===== config.mk =====
export PLATFORM = sky130hd
export DESIGN_NAME = bbl_decoder
export DESIGN_NICKNAME = d
export VERILOG_FILES = /design/src/common/bbl_pkg.sv /design/src/rtl/bbl_alu.sv /design/src/rtl/bbl_decoder.sv /design/src/rtl/bbl_reset_sync.sv
export VERILOG_INCLUDE_DIRS = /design/src /design/src/common
export SDC_FILE = /design/constraint.sdc
export NUM_CORES = 1
export LEC_CHECK = 0
export ABC_AREA = 1
export CORE_MARGIN = 5
export CORE_UTILIZATION = 70
export DETAILED_ROUTE_END_ITERATION = 12
export DONT_BUFFER_PORTS = 1
export PLACE_DENSITY = 0.84
export SLEW_MARGIN = 20
export SYNTH_ARGS = -nofsm -noshare
export SYNTH_HDL_FRONTEND = slang
export SYNTH_SLANG_ARGS = --single-unit

===== constraint.sdc =====
create_clock -name clk_in -period 4.9 [get_ports clk_in]
set_clock_uncertainty 0.2 [all_clocks]
set_input_delay 0.49 -clock clk_in [delete_from_list [all_inputs] [get_ports clk_in]]
set_output_delay 0.49 -clock clk_in [all_outputs]
set_load 0.05 [all_outputs]

===== src/common/bbl_consts.svh =====
// Opcode fields, flag positions and reset values for the instruction decoder.
`ifndef BBL_CONSTS_SVH
`define BBL_CONSTS_SVH

`define BBL_OP_ADD_CARRY 6'h3d
`define BBL_OP_SUB_BORROW 6'h3b
`define BBL_OP_ROT_LEFT 6'h0d
`define BBL_OP_ROT_RIGHT 6'h0c
`define BBL_OP_XOR_WF 6'h06
`define BBL_OP_OR_WF 6'h04
`define BBL_OP_DEC_SKIP 6'h0b
`define BBL_OP_INC_SKIP 6'h0f
`define BBL_OP_OR_LIT 6'h38
`define BBL_OP_XOR_LIT 6'h3a
`define BBL_OP_LIT_MINUS_W 6'h3c
`define BBL_OP_LOAD_PCH 6'h31
`define BBL_BIT_SKIP_CLEAR 4'h6
`define BBL_BIT_SKIP_SET 4'h7

`define BBL_FLAG_C 0
`define BBL_FLAG_DC 1
`define BBL_FLAG_Z 2

`define BBL_DEST_BIT 7
`define BBL_ADDR_MSB 6
`define BBL_INDIRECT0_ADDR 7'h00
`define BBL_INDIRECT1_ADDR 7'h01
`define BBL_STATUS_RESET 3'h0
`define BBL_WREG_RESET 8'h00
`define BBL_PCH_RESET 7'h00

`endif


===== src/common/bbl_pkg.sv =====
// Types shared by the instruction decoder and its helpers.
package bbl_pkg;
    typedef enum logic [1:0] {
        BBL_EXEC,
        BBL_EXTRA,
        BBL_NOP
    } bbl_phase_e;

    typedef struct packed {
        logic [7:0] result;
        logic carry;
        logic digit_carry;
        logic zero;
    } bbl_alu_s;

    typedef struct packed {
        logic valid;
        logic [13:0] word;
    } bbl_fetch_s;

    typedef struct packed {
        logic wr;
        logic [6:0] addr;
        logic [7:0] data;
    } bbl_file_wr_s;
endpackage


===== src/rtl/bbl_alu.sv =====
// Eight-bit adder with carry and digit carry used for add and subtract forms.
`timescale 1ns/1ps
`default_nettype none
module bbl_alu (
    input wire logic [7:0] a_in,
    input wire logic [7:0] b_in,
    input wire logic carry_in,
    output bbl_pkg::bbl_alu_s sum_out
);
    logic [4:0] low;
    logic [8:0] full;

    // Subtraction is done by the caller as a plus inverted b plus carry.
    always_comb begin
        low = {1'b0, a_in[3:0]} + {1'b0, b_in[3:0]} + {4'h0, carry_in};
        full = {1'b0, a_in} + {1'b0, b_in} + {8'h00, carry_in};
        sum_out.result = full[7:0];
        sum_out.carry = full[8];
        sum_out.digit_carry = low[4];
        sum_out.zero = (full[7:0] == 8'h00);
    end
endmodule
`default_nettype wire


===== src/rtl/bbl_decoder.sv =====
// Decode and execute stage for byte, skip and literal instructions.
`timescale 1ns/1ps
`default_nettype none
`include "bbl_consts.svh"
module bbl_decoder (
    input wire logic clk_in,
    input wire logic reset_n_in,
    input wire bbl_pkg::bbl_fetch_s fetch_in,
    input wire logic [7:0] file_rd_data_in,
    input wire logic [7:0] pointer0_high_in,
    input wire logic [7:0] pointer1_high_in,
    output logic fetch_ready_out,
    output logic [6:0] file_rd_addr_out,
    output bbl_pkg::bbl_file_wr_s file_wr_out,
    output logic [7:0] wreg_out,
    output logic [2:0] status_out,
    output logic [6:0] pc_high_latch_out,
    output logic skip_out,
    output logic busy_out
);
    typedef struct packed {
        bbl_pkg::bbl_phase_e phase;
        logic [13:0] held;
        logic [7:0] wreg;
        logic [2:0] status;
        logic [6:0] pc_high_latch;
        bbl_pkg::bbl_file_wr_s file_wr;
        logic skip;
    } bbl_state_s;

    bbl_state_s state;
    bbl_state_s next_state;
    logic rst_n;
    logic [13:0] word;
    logic [5:0] op6;
    logic [3:0] op4;
    logic [6:0] faddr;
    logic [7:0] lit;
    logic [2:0] bit_idx;
    logic dest_file;
    logic [7:0] alu_a;
    logic [7:0] alu_b;
    logic alu_cin;
    bbl_pkg::bbl_alu_s alu;

    bbl_reset_sync u_reset_sync (
        .clk_in(clk_in),
        .reset_n_in(reset_n_in),
        .reset_n_out(rst_n)
    );

    // An indirect access stalls one cycle when its pointer reaches the upper region.
    function automatic logic needs_extra(input logic [6:0] addr, input logic [7:0] p0,
                                         input logic [7:0] p1);
        needs_extra = ((addr == `BBL_INDIRECT0_ADDR) && p0[7]) ||
                      ((addr == `BBL_INDIRECT1_ADDR) && p1[7]);
    endfunction

    // The word under execution is the held one while stalled, else the fresh fetch.
    assign word = (state.phase == bbl_pkg::BBL_EXTRA) ? state.held : fetch_in.word;
    assign op6 = word[13:8];
    assign op4 = word[13:10];
    assign faddr = word[`BBL_ADDR_MSB:0];
    assign dest_file = word[`BBL_DEST_BIT];
    assign bit_idx = word[9:7];
    assign lit = word[7:0];
    assign file_rd_addr_out = faddr;

    // Subtract forms feed the inverted subtrahend so carry means no borrow.
    always_comb begin
        alu_a = state.wreg;
        alu_b = file_rd_data_in;
        alu_cin = 1'b0;
        unique case (op6)
            `BBL_OP_ADD_CARRY: begin
                alu_cin = state.status[`BBL_FLAG_C];
            end
            `BBL_OP_SUB_BORROW: begin
                alu_a = file_rd_data_in;
                alu_b = ~state.wreg;
                alu_cin = state.status[`BBL_FLAG_C];
            end
            `BBL_OP_LIT_MINUS_W: begin
                alu_a = lit;
                alu_b = ~state.wreg;
                alu_cin = 1'b1;
            end
            default: begin
                alu_cin = 1'b0;
            end
        endcase
    end

    bbl_alu u_alu (
        .a_in(alu_a),
        .b_in(alu_b),
        .carry_in(alu_cin),
        .sum_out(alu)
    );

    always_comb begin
        logic [7:0] res;
        logic has_res;
        logic is_file_op;
        logic go;
        logic skip_now;
        res = 8'h00;
        has_res = 1'b0;
        is_file_op = 1'b0;
        skip_now = 1'b0;
        next_state = state;
        next_state.file_wr.wr = 1'b0;
        next_state.skip = 1'b0;
        go = 1'b0;
        unique case (state.phase)
            bbl_pkg::BBL_NOP: begin
                // Skipped word is fetched and discarded as a no-operation.
                if (fetch_in.valid) begin
                    next_state.phase = bbl_pkg::BBL_EXEC;
                end
            end
            bbl_pkg::BBL_EXTRA: begin
                go = 1'b1;
            end
            bbl_pkg::BBL_EXEC: begin
                if (fetch_in.valid) begin
                    // Literal forms carry no file address, so they never stall.
                    is_file_op = !(op6 inside {`BBL_OP_OR_LIT, `BBL_OP_XOR_LIT,
                                               `BBL_OP_LIT_MINUS_W, `BBL_OP_LOAD_PCH});
                    if (is_file_op && needs_extra(faddr, pointer0_high_in,
                                                  pointer1_high_in)) begin
                        next_state.phase = bbl_pkg::BBL_EXTRA;
                        next_state.held = fetch_in.word;
                    end else begin
                        go = 1'b1;
                    end
                end
            end
            default: begin
                next_state.phase = bbl_pkg::BBL_EXEC;
            end
        endcase

        if (go) begin
            next_state.phase = bbl_pkg::BBL_EXEC;
            unique case (op6)
                `BBL_OP_ADD_CARRY, `BBL_OP_SUB_BORROW: begin
                    res = alu.result;
                    has_res = 1'b1;
                    next_state.status = {alu.zero, alu.digit_carry, alu.carry};
                end
                `BBL_OP_ROT_LEFT: begin
                    res = {file_rd_data_in[6:0], state.status[`BBL_FLAG_C]};
                    has_res = 1'b1;
                    next_state.status[`BBL_FLAG_C] = file_rd_data_in[7];
                end
                `BBL_OP_ROT_RIGHT: begin
                    res = {state.status[`BBL_FLAG_C], file_rd_data_in[7:1]};
                    has_res = 1'b1;
                    next_state.status[`BBL_FLAG_C] = file_rd_data_in[0];
                end
                `BBL_OP_XOR_WF, `BBL_OP_OR_WF: begin
                    res = (op6 == `BBL_OP_XOR_WF) ? (state.wreg ^ file_rd_data_in)
                                                  : (state.wreg | file_rd_data_in);
                    has_res = 1'b1;
                    next_state.status[`BBL_FLAG_Z] = (res == 8'h00);
                end
                `BBL_OP_DEC_SKIP, `BBL_OP_INC_SKIP: begin
                    res = (op6 == `BBL_OP_DEC_SKIP) ? (file_rd_data_in - 8'h01)
                                                    : (file_rd_data_in + 8'h01);
                    has_res = 1'b1;
                    skip_now = (res == 8'h00);
                end
                `BBL_OP_OR_LIT, `BBL_OP_XOR_LIT: begin
                    next_state.wreg = (op6 == `BBL_OP_OR_LIT) ? (state.wreg | lit)
                                                              : (state.wreg ^ lit);
                    next_state.status[`BBL_FLAG_Z] = (next_state.wreg == 8'h00);
                end
                `BBL_OP_LIT_MINUS_W: begin
                    next_state.wreg = alu.result;
                    next_state.status = {alu.zero, alu.digit_carry, alu.carry};
                end
                `BBL_OP_LOAD_PCH: begin
                    if (word[7]) begin
                        next_state.pc_high_latch = word[6:0];
                    end
                end
                default: begin
                    if (op4 == `BBL_BIT_SKIP_CLEAR) begin
                        skip_now = !file_rd_data_in[bit_idx];
                    end else if (op4 == `BBL_BIT_SKIP_SET) begin
                        skip_now = file_rd_data_in[bit_idx];
                    end
                end
            endcase
            if (has_res) begin
                if (dest_file) begin
                    next_state.file_wr.wr = 1'b1;
                    next_state.file_wr.addr = faddr;
                    next_state.file_wr.data = res;
                end else begin
                    next_state.wreg = res;
                end
            end
            if (skip_now) begin
                next_state.phase = bbl_pkg::BBL_NOP;
                next_state.skip = 1'b1;
            end
        end
    end

    always_ff @(posedge clk_in or negedge rst_n) begin
        if (!rst_n) begin
            state.phase <= bbl_pkg::BBL_EXEC;
            state.held <= 14'h0000;
            state.wreg <= `BBL_WREG_RESET;
            state.status <= `BBL_STATUS_RESET;
            state.pc_high_latch <= `BBL_PCH_RESET;
            state.file_wr <= '0;
            state.skip <= 1'b0;
        end else begin
            state <= next_state;
        end
    end

    // The fetch is held off while a stalled word finishes its extra cycle.
    assign fetch_ready_out = (state.phase != bbl_pkg::BBL_EXTRA);
    assign busy_out = (state.phase != bbl_pkg::BBL_EXEC);
    assign file_wr_out = state.file_wr;
    assign wreg_out = state.wreg;
    assign status_out = state.status;
    assign pc_high_latch_out = state.pc_high_latch;
    assign skip_out = state.skip;
endmodule
`default_nettype wire


===== src/rtl/bbl_reset_sync.sv =====
// Two-stage synchroniser that releases the active-low reset.
`timescale 1ns/1ps
`default_nettype none
module bbl_reset_sync (
    input wire logic clk_in,
    input wire logic reset_n_in,
    output logic reset_n_out
);
    logic [1:0] stage;

    always_ff @(posedge clk_in or negedge reset_n_in) begin
        if (!reset_n_in) begin
            stage <= 2'h0;
        end else begin
            stage <= {stage[0], 1'b1};
        end
    end

    assign reset_n_out = stage[1];
endmodule
`default_nettype wire


==> impl_metrics.ini, run 1 <==
[clock_network]
cts_setup_buffers = 0
clock_latency_ns = 0.31
cts_tree = yes
clockBufferDepth = 2
cts_inserted_buffers = 5
cts_max_level = 2
cts.root.buffer_cell = clkbuf_8
clkTransAtPathRegs_ns = 0.10
cts_num_sinks = 53

[yosys]
async_reset_ff_share_pct = 100.0
ys_ff_latch = 53
synth_ff_type = dfrtp_1
avgSynthCellArea_um2 = 6.555
synth_cells = 761
yosysWarnings = 0
ys_types = 34
synth_nets = 835
syn_area_um2 = 4989
synth_edf_count = 0
ys_seq_area_share_pct = 26.59

[placement]
globalplace.congestion = 1.024
portBuffers = 0
hpwl_um = 10820
dp_slack_ns = 0.5094

[floorplan]
io_pins = 85
row_count = 30
start_util_pct = 72.62
die_w_um = 94.42
core-area_um2 = 6869
die-area_um2 = 8915
die_h_um = 94.42

[timing]
timing.setup.tns_ns = 0
rsz0062_at_grt = false
finalCritPeriodShare_pct = 89.57
hold_viol = 0
max_freq_mhz = 227.8
finalSetupViolations = 0
report.final.slew_viol_count = 0
slew_headroom_pct = 45.53
period_minus_slack_ns = 4.389
fin_ws_ns = 0.5111
worstMarginPinSlew_ns = 0.8146

[setup_path]
cpMaxStageDelayCell = dfrtp_1
crit_arrival_ns = 4.44
critPathRequiredTime_ns = 4.95
worstSetupPathType = reg2reg
critPathBufInv = 5
critPathTopFamily = simple AND/OR/NAND/NOR gates
start_kind = flip-flop
end_kind = flip-flop
max_stage_delay_ns = 0.45
path_max_fanout = 16
cpMostUsedCell = nand2_1

[outcome]
status = finished clean

[grt]
grt_pass1_vias = 4670
overflow = 0
grt_usage_pct = 31.41
grt_start_max_net_pins = 52
antenna_found_initial = 0
grt_first_pass_wirelength_um = 22040

[final_layout]
layout-drive-gt1-share_pct = 8.345
multiInputGateArea_um2 = 2913
nets = 804
n_antenna_cell = 0
num-fill-cells = 605
syn2layout_area_growth_pct = -1.154
seq_area_um2 = 1331

[run]
cap_violations = 0

[worst_hold_path]
hold_class = in2reg

[routing]
vias_per_cell = 5.878
drt_iter0_markers = 305
drt-pass1-iter-count = 5
wirelength_um = 13610
drc = 0
vias = 4861
ant_nets = 0
wire_per_inst_um = 16.45

[pwr]
leakagePower_uw = 0.002746
max-vdd-ir-drop_mv = 0.1845
p_per_area_nw_per_um2 = 384.2
-- synthesized netlist by cell type, types with 2 or more instances --
master	n	area share, %
a21oi_1	18	1.8
o21ai_0	17	1.7
nand3_1	78	7.8
xnor2_1	3	0.53
dfrtp_1	53	27
nor3_1	4	0.40
nor2_1	40	3.0
inv_1	94	7.1
nand2_4	3	0.68
nand4_1	10	1.3
o211ai_1	10	1.5
nand2_2	9	1.1
nor2_4	4	0.90
o21ai_2	5	0.88
nor2_2	6	0.75
ha_1	30	7.5
nand3b_1	11	1.7
o221ai_1	7	1.2
buf_4	36	5.4
buf_6	4	0.90
inv_2	10	0.75
xor2_1	5	0.88
o21ai_1	23	2.3
o22ai_1	2	0.25
nand2_1	260	20
buf_2	6	0.60
fa_1	3	1.2
nand3_2	4	0.80
-- per-stage QoR --
stage                     util (%)  hold slack (ns)  total power [uW]  cells  cell area, um2
after floorplan                  -        -0.005591              1573    761            4989
after global placement       70.07        -0.005541              1591    818            4813
after detailed placement     70.07        -0.005527              1617    818            4813
after CTS                    71.66          0.07622              1892    827            4922
after global routing         71.79          0.09790              2024    827            4931
final                        71.79          0.08106              1894    827            4931
-- placed cells by master, fill, tap and decap left out, drive strengths merged, types with 2 or more instances in the layout --
cell type and instances:
a21oi 18, xor2 5, dfrtp 53, nand3 82, o221ai 7, nand2 272
nand4 10, xnor2 3, o211ai 10, inv 105, buf 9, fa 3
o21ai 45, nand3b 11, nor2 50, clkbuf 6, nor3 4, o22ai 2
ha 30
-- layout make-up --
cell class                 count  share of cell area (%)
multi-input combinational    556                   59.07
sequential                    53                   27.00
inverter                     104                   7.917
tap                           96                   2.436
clock buffer                   6                   1.675
timing repair buffer          10                   1.573
clock inverter                 2                  0.3299
-- path summary, 6_finish.rpt --
| kind | start | endpoint | slack [ns] | cells after the start |
|---|---|---|---|---|
| worst max-delay path | state[50] | status_out[2] | 0.51 | 26 |
| worst min-delay path | fetch_in[0] | state[35] | 0.08 | 2 |
| worst max register to register | state[50] | status_out[2] | 0.51 | 26 |
| worst min register to register | u_reset_sync.stage[1] | pc_high_latch_out[1] | 0.17 | 0 |
| max in group asynchronous | u_reset_sync.stage[1] | state[49] | 3.86 | 0 |
| min in group asynchronous | u_reset_sync.stage[1] | pc_high_latch_out[1] | 0.17 | 0 |
-- logic make-up (layout without fill, tap and decap cells) --
group	count (synthesis)	in the layout	synth area share (%)
adders and majority gates	33	33	8.728
DFF	53	53	26.59
xor gates and xnor gates	8	8	1.405
other	1	1	0.07517
AOI/OAI and AO/OA	83	83	9.832
and+or+nand+nor	431	431	38.25
buffers and inverters	152	122	15.12
-- timing repair --
action	in CTS	in global routing
endpoints found under the hold margin	2	0
hold buffers	1	0
gates resized for setup	0	2
endpoints found under the setup margin	0	1
-- per-layer routing --
layer / GRT usage, % / up-vias / wire, um / share of wire [%]
met2: 52.54 / 211 / 6458 / 47
met5: 0 / - / 0 / 0
li1: - / 2346 / - / -
met3: 4.940 / 50 / 1052 / 7.7
met1: 38.96 / 2254 / 5540 / 41
met4: 16.49 / 0 / 556 / 4.1
-- sequential cells by signal, indices dropped and copies added (netlist names) --
| signal | count |
|---|---|
| state | 16 |
| file_wr_out | 16 |
| skip_out | 1 |
| status_out | 3 |
| wreg_out | 8 |
| u_reset_sync.stage | 2 |
| pc_high_latch_out | 7 |
-- power by group --
group          total (uW)  switching (uW)  internal (uW)
sequential            935             410            525
clock                 277             160            117
combinational         683             439            245
total                1890            1010            886
No activity file was read; power rests on OpenSTA's default activity.
==> inputs of run 2 (changes only) <==
Settings changed: ABC_AREA 1 to unset.
==> impl_metrics.ini, run 2 <==
[routing]
drt-pass1-iter-count = 5
drc = 0
drt_iter0_markers = 415
vias = 4268
vias_per_cell = 6.884
wirelength_um = 13680
wire_per_inst_um = 22.06
ant_nets = 0

[floorplan]
start_util_pct = 71.54
row_count = 30
die_h_um = 93.10
die-area_um2 = 8667
io_pins = 85
core-area_um2 = 6756
die_w_um = 93.10

[timing]
slew_headroom_pct = 34.58
finalSetupViolations = 0
max_freq_mhz = 214.6
report.final.slew_viol_count = 0
rsz0062_at_grt = false
timing.setup.tns_ns = 0
period_minus_slack_ns = 4.659
worstMarginPinSlew_ns = 0.9812
finalCritPeriodShare_pct = 95.09
hold_viol = 0

[pwr]
pwr-share-comb_pct = 37.0
p_per_area_nw_per_um2 = 358.4
p_switching_uw = 862.6
seq_power_share_pct = 48.1
max-vdd-ir-drop_mv = 0.1667
internal_power_uw = 874.0
clkPwrFrac_pct = 14.9
p_total_uw = 1737
leakagePower_uw = 0.002292
switching_share_pct = 49.67

[grt]
antenna_found_initial = 0
grt_first_pass_wirelength_um = 21290
grt_start_max_net_pins = 52
grt_usage_pct = 31.37
grt_pass1_vias = 4072
overflow = 0

[yosys]
ys_types = 74
yosysWarnings = 0
ys_ff_latch = 53
syn_area_um2 = 4833
synthTopCellsByCount = 60 x nand2_1, 53 x dfrtp_1, 49 x inv_1, 37 x nor2_1, 35 x o21ai_0
async_reset_ff_share_pct = 100.0
ys_seq_area_share_pct = 27.44
ys_top_cells_by_area = dfrtp_1 27%, ha_1 7.8%, buf_4 5.3%, mux2i_1 5.0%, nand2_1 4.7%
yosysMostFrequentCell = nand2_1
synth_nets = 637
synth_edf_count = 0
synth_cells = 563
synth_top_area_share_pct = 27.44
yosysTopAreaCell = dfrtp_1
synth_ff_type = dfrtp_1
avgSynthCellArea_um2 = 8.585

[setup_path]
crit_arrival_ns = 4.64
critPathRequiredTime_ns = 4.88
rr_endpoint = wreg_out[4]
start_kind = flip-flop
cpMaxStageDelayCell = or4b_2
reg2reg_from = state[50]
worstSetupPathType = reg2reg
path_cells = or4b_2 > o31a_1 > nor2_1 > buf_4 > a22oi_1 > o21ai_0 > fa_1 > inv_1 > fa_1 > nand2b_1 > a21oi_1 > xnor2_1 > nor3_1 > a211oi_1 > o221a_2 > o22ai_1
path_max_fanout = 10
reg2reg_depth = 16
critPathTopFamily = compound AO/OA/AOI/OAI gates
end_kind = flip-flop
rrSetupSlack_ns = 0.24
critPathBufInv = 2
cpMostUsedCell = fa_1
max_stage_delay_ns = 0.68

[final_layout]
syn2layout_area_growth_pct = 0.2589
num-fill-cells = 527
layout_commonest_cell = nand2_1
nets = 613
final_cell_mix = 60 x nand2_1, 52 x dfrtp_1, 49 x inv_1, 37 x nor2_1, 35 x o21ai_0
layout-drive-gt1-share_pct = 14.07
n_antenna_cell = 0

[clock_network]
clockBufferDepth = 2
cts_max_level = 2
cts_num_sinks = 53
cts_setup_buffers = 0
cts.root.buffer_cell = clkbuf_8
cts_tree = yes
clkTransAtPathRegs_ns = 0.11
cts_inserted_buffers = 5
clock_latency_ns = 0.31

[worst_hold_path]
hp-start = fetch_in[13]
hold_class = in2reg
holdPathEnd = state[48]
min_delay_path_depth = 1

[run]
cap_violations = 0

[placement]
portBuffers = 0
globalplace.congestion = 0.9837
hpwl_um = 10640

[outcome]
status = finished clean
-- run 2: changes by cell type in the layout (fill, tap and decap cells not counted), sizes merged, moves of 14 or more --
cell | before | now
nand3 | 82 | 1
mux2 | 0 | 21
mux2i | 0 | 25
inv | 105 | 51
nand2 | 272 | 60
buf | 9 | 24
a22oi | 0 | 14
-- run 2: cells by family (layout without fill, tap and decap cells) --
family,Yosys count,after routing,share of synthesized area [%]
other,1,1,0.07759
AOI/OAI and AO/OA,148,148,21.67
and+or+nand+nor,166,166,17.09
xor gates and xnor gates,10,10,2.097
adders and majority gates,33,33,9.009
muxes,46,46,10.69
buffers and inverters,106,83,11.93
DFF,53,53,27.44
-- run 2: final cells by class --
type / instances / area [um2] / area share, %
clock buffers: 6 / 72.57 / 1.498
clock inverters: 2 / 13.76 / 0.2840
inverters: 50 / 195.2 / 4.028
multi-input cells: 404 / 2944 / 60.75
flip-flops and latches: 53 / 1330 / 27.45
well taps: 80 / 100.1 / 2.066
repair buffers: 25 / 190.2 / 3.925
-- run 2: worst max-delay path by stage --
stage / startpoint / end / cells after the start
6_report: state[50] / wreg_out[4] / 16
3_3_place_gp: state[49] / wreg_out[6] / 18
3_5_place_dp: state[49] / wreg_out[6] / 18
5_1_grt: state[49] / wreg_out[6] / 18
2_1_floorplan: state[44] / wreg_out[6] / 17
4_1_cts: state[49] / wreg_out[6] / 17
-- run 2: metal layers --
layer	track usage, %	vias up	wire length [um]
li1	-	1965	-
met1	40.55	1999	5537
met2	51.23	269	6238
met3	7.562	35	1450
met4	11.11	0	453
met5	0	-	0
-- run 2: power groups by stage --
stage	sequential, uW	clock [uW]	combinational, uW
after CTS	836	260	624
after global placement	841	0	601
after global routing	848	276	698
final	835	259	642
after detailed placement	845	0	619
after floorplan	570	0	801
-- run 2: stage by stage --
stage | std cells | util, % | hold slack (ns) | worst slack [ns] | instance area [um2]
global route | 620 | 71.72 | 0.1129 | 0.03153 | 4846
global placement | 611 | 70.06 | -0.005528 | 0.4748 | 4733
CTS | 620 | 71.48 | 0.1198 | 0.3381 | 4830
finish | 620 | 71.72 | 0.1178 | 0.2406 | 4846
detailed placement | 611 | 70.06 | -0.005523 | 0.3746 | 4733
floorplan | 563 | - | -0.005591 | 0.4518 | 4833
-- run 2: timing repair --
item / 4_1_cts / 5_1_grt
endpoints found under the setup margin: 0 / 5
endpoints found under the hold margin: 2 / 0
gates resized for setup: 0 / 3
hold buffers: 1 / 0
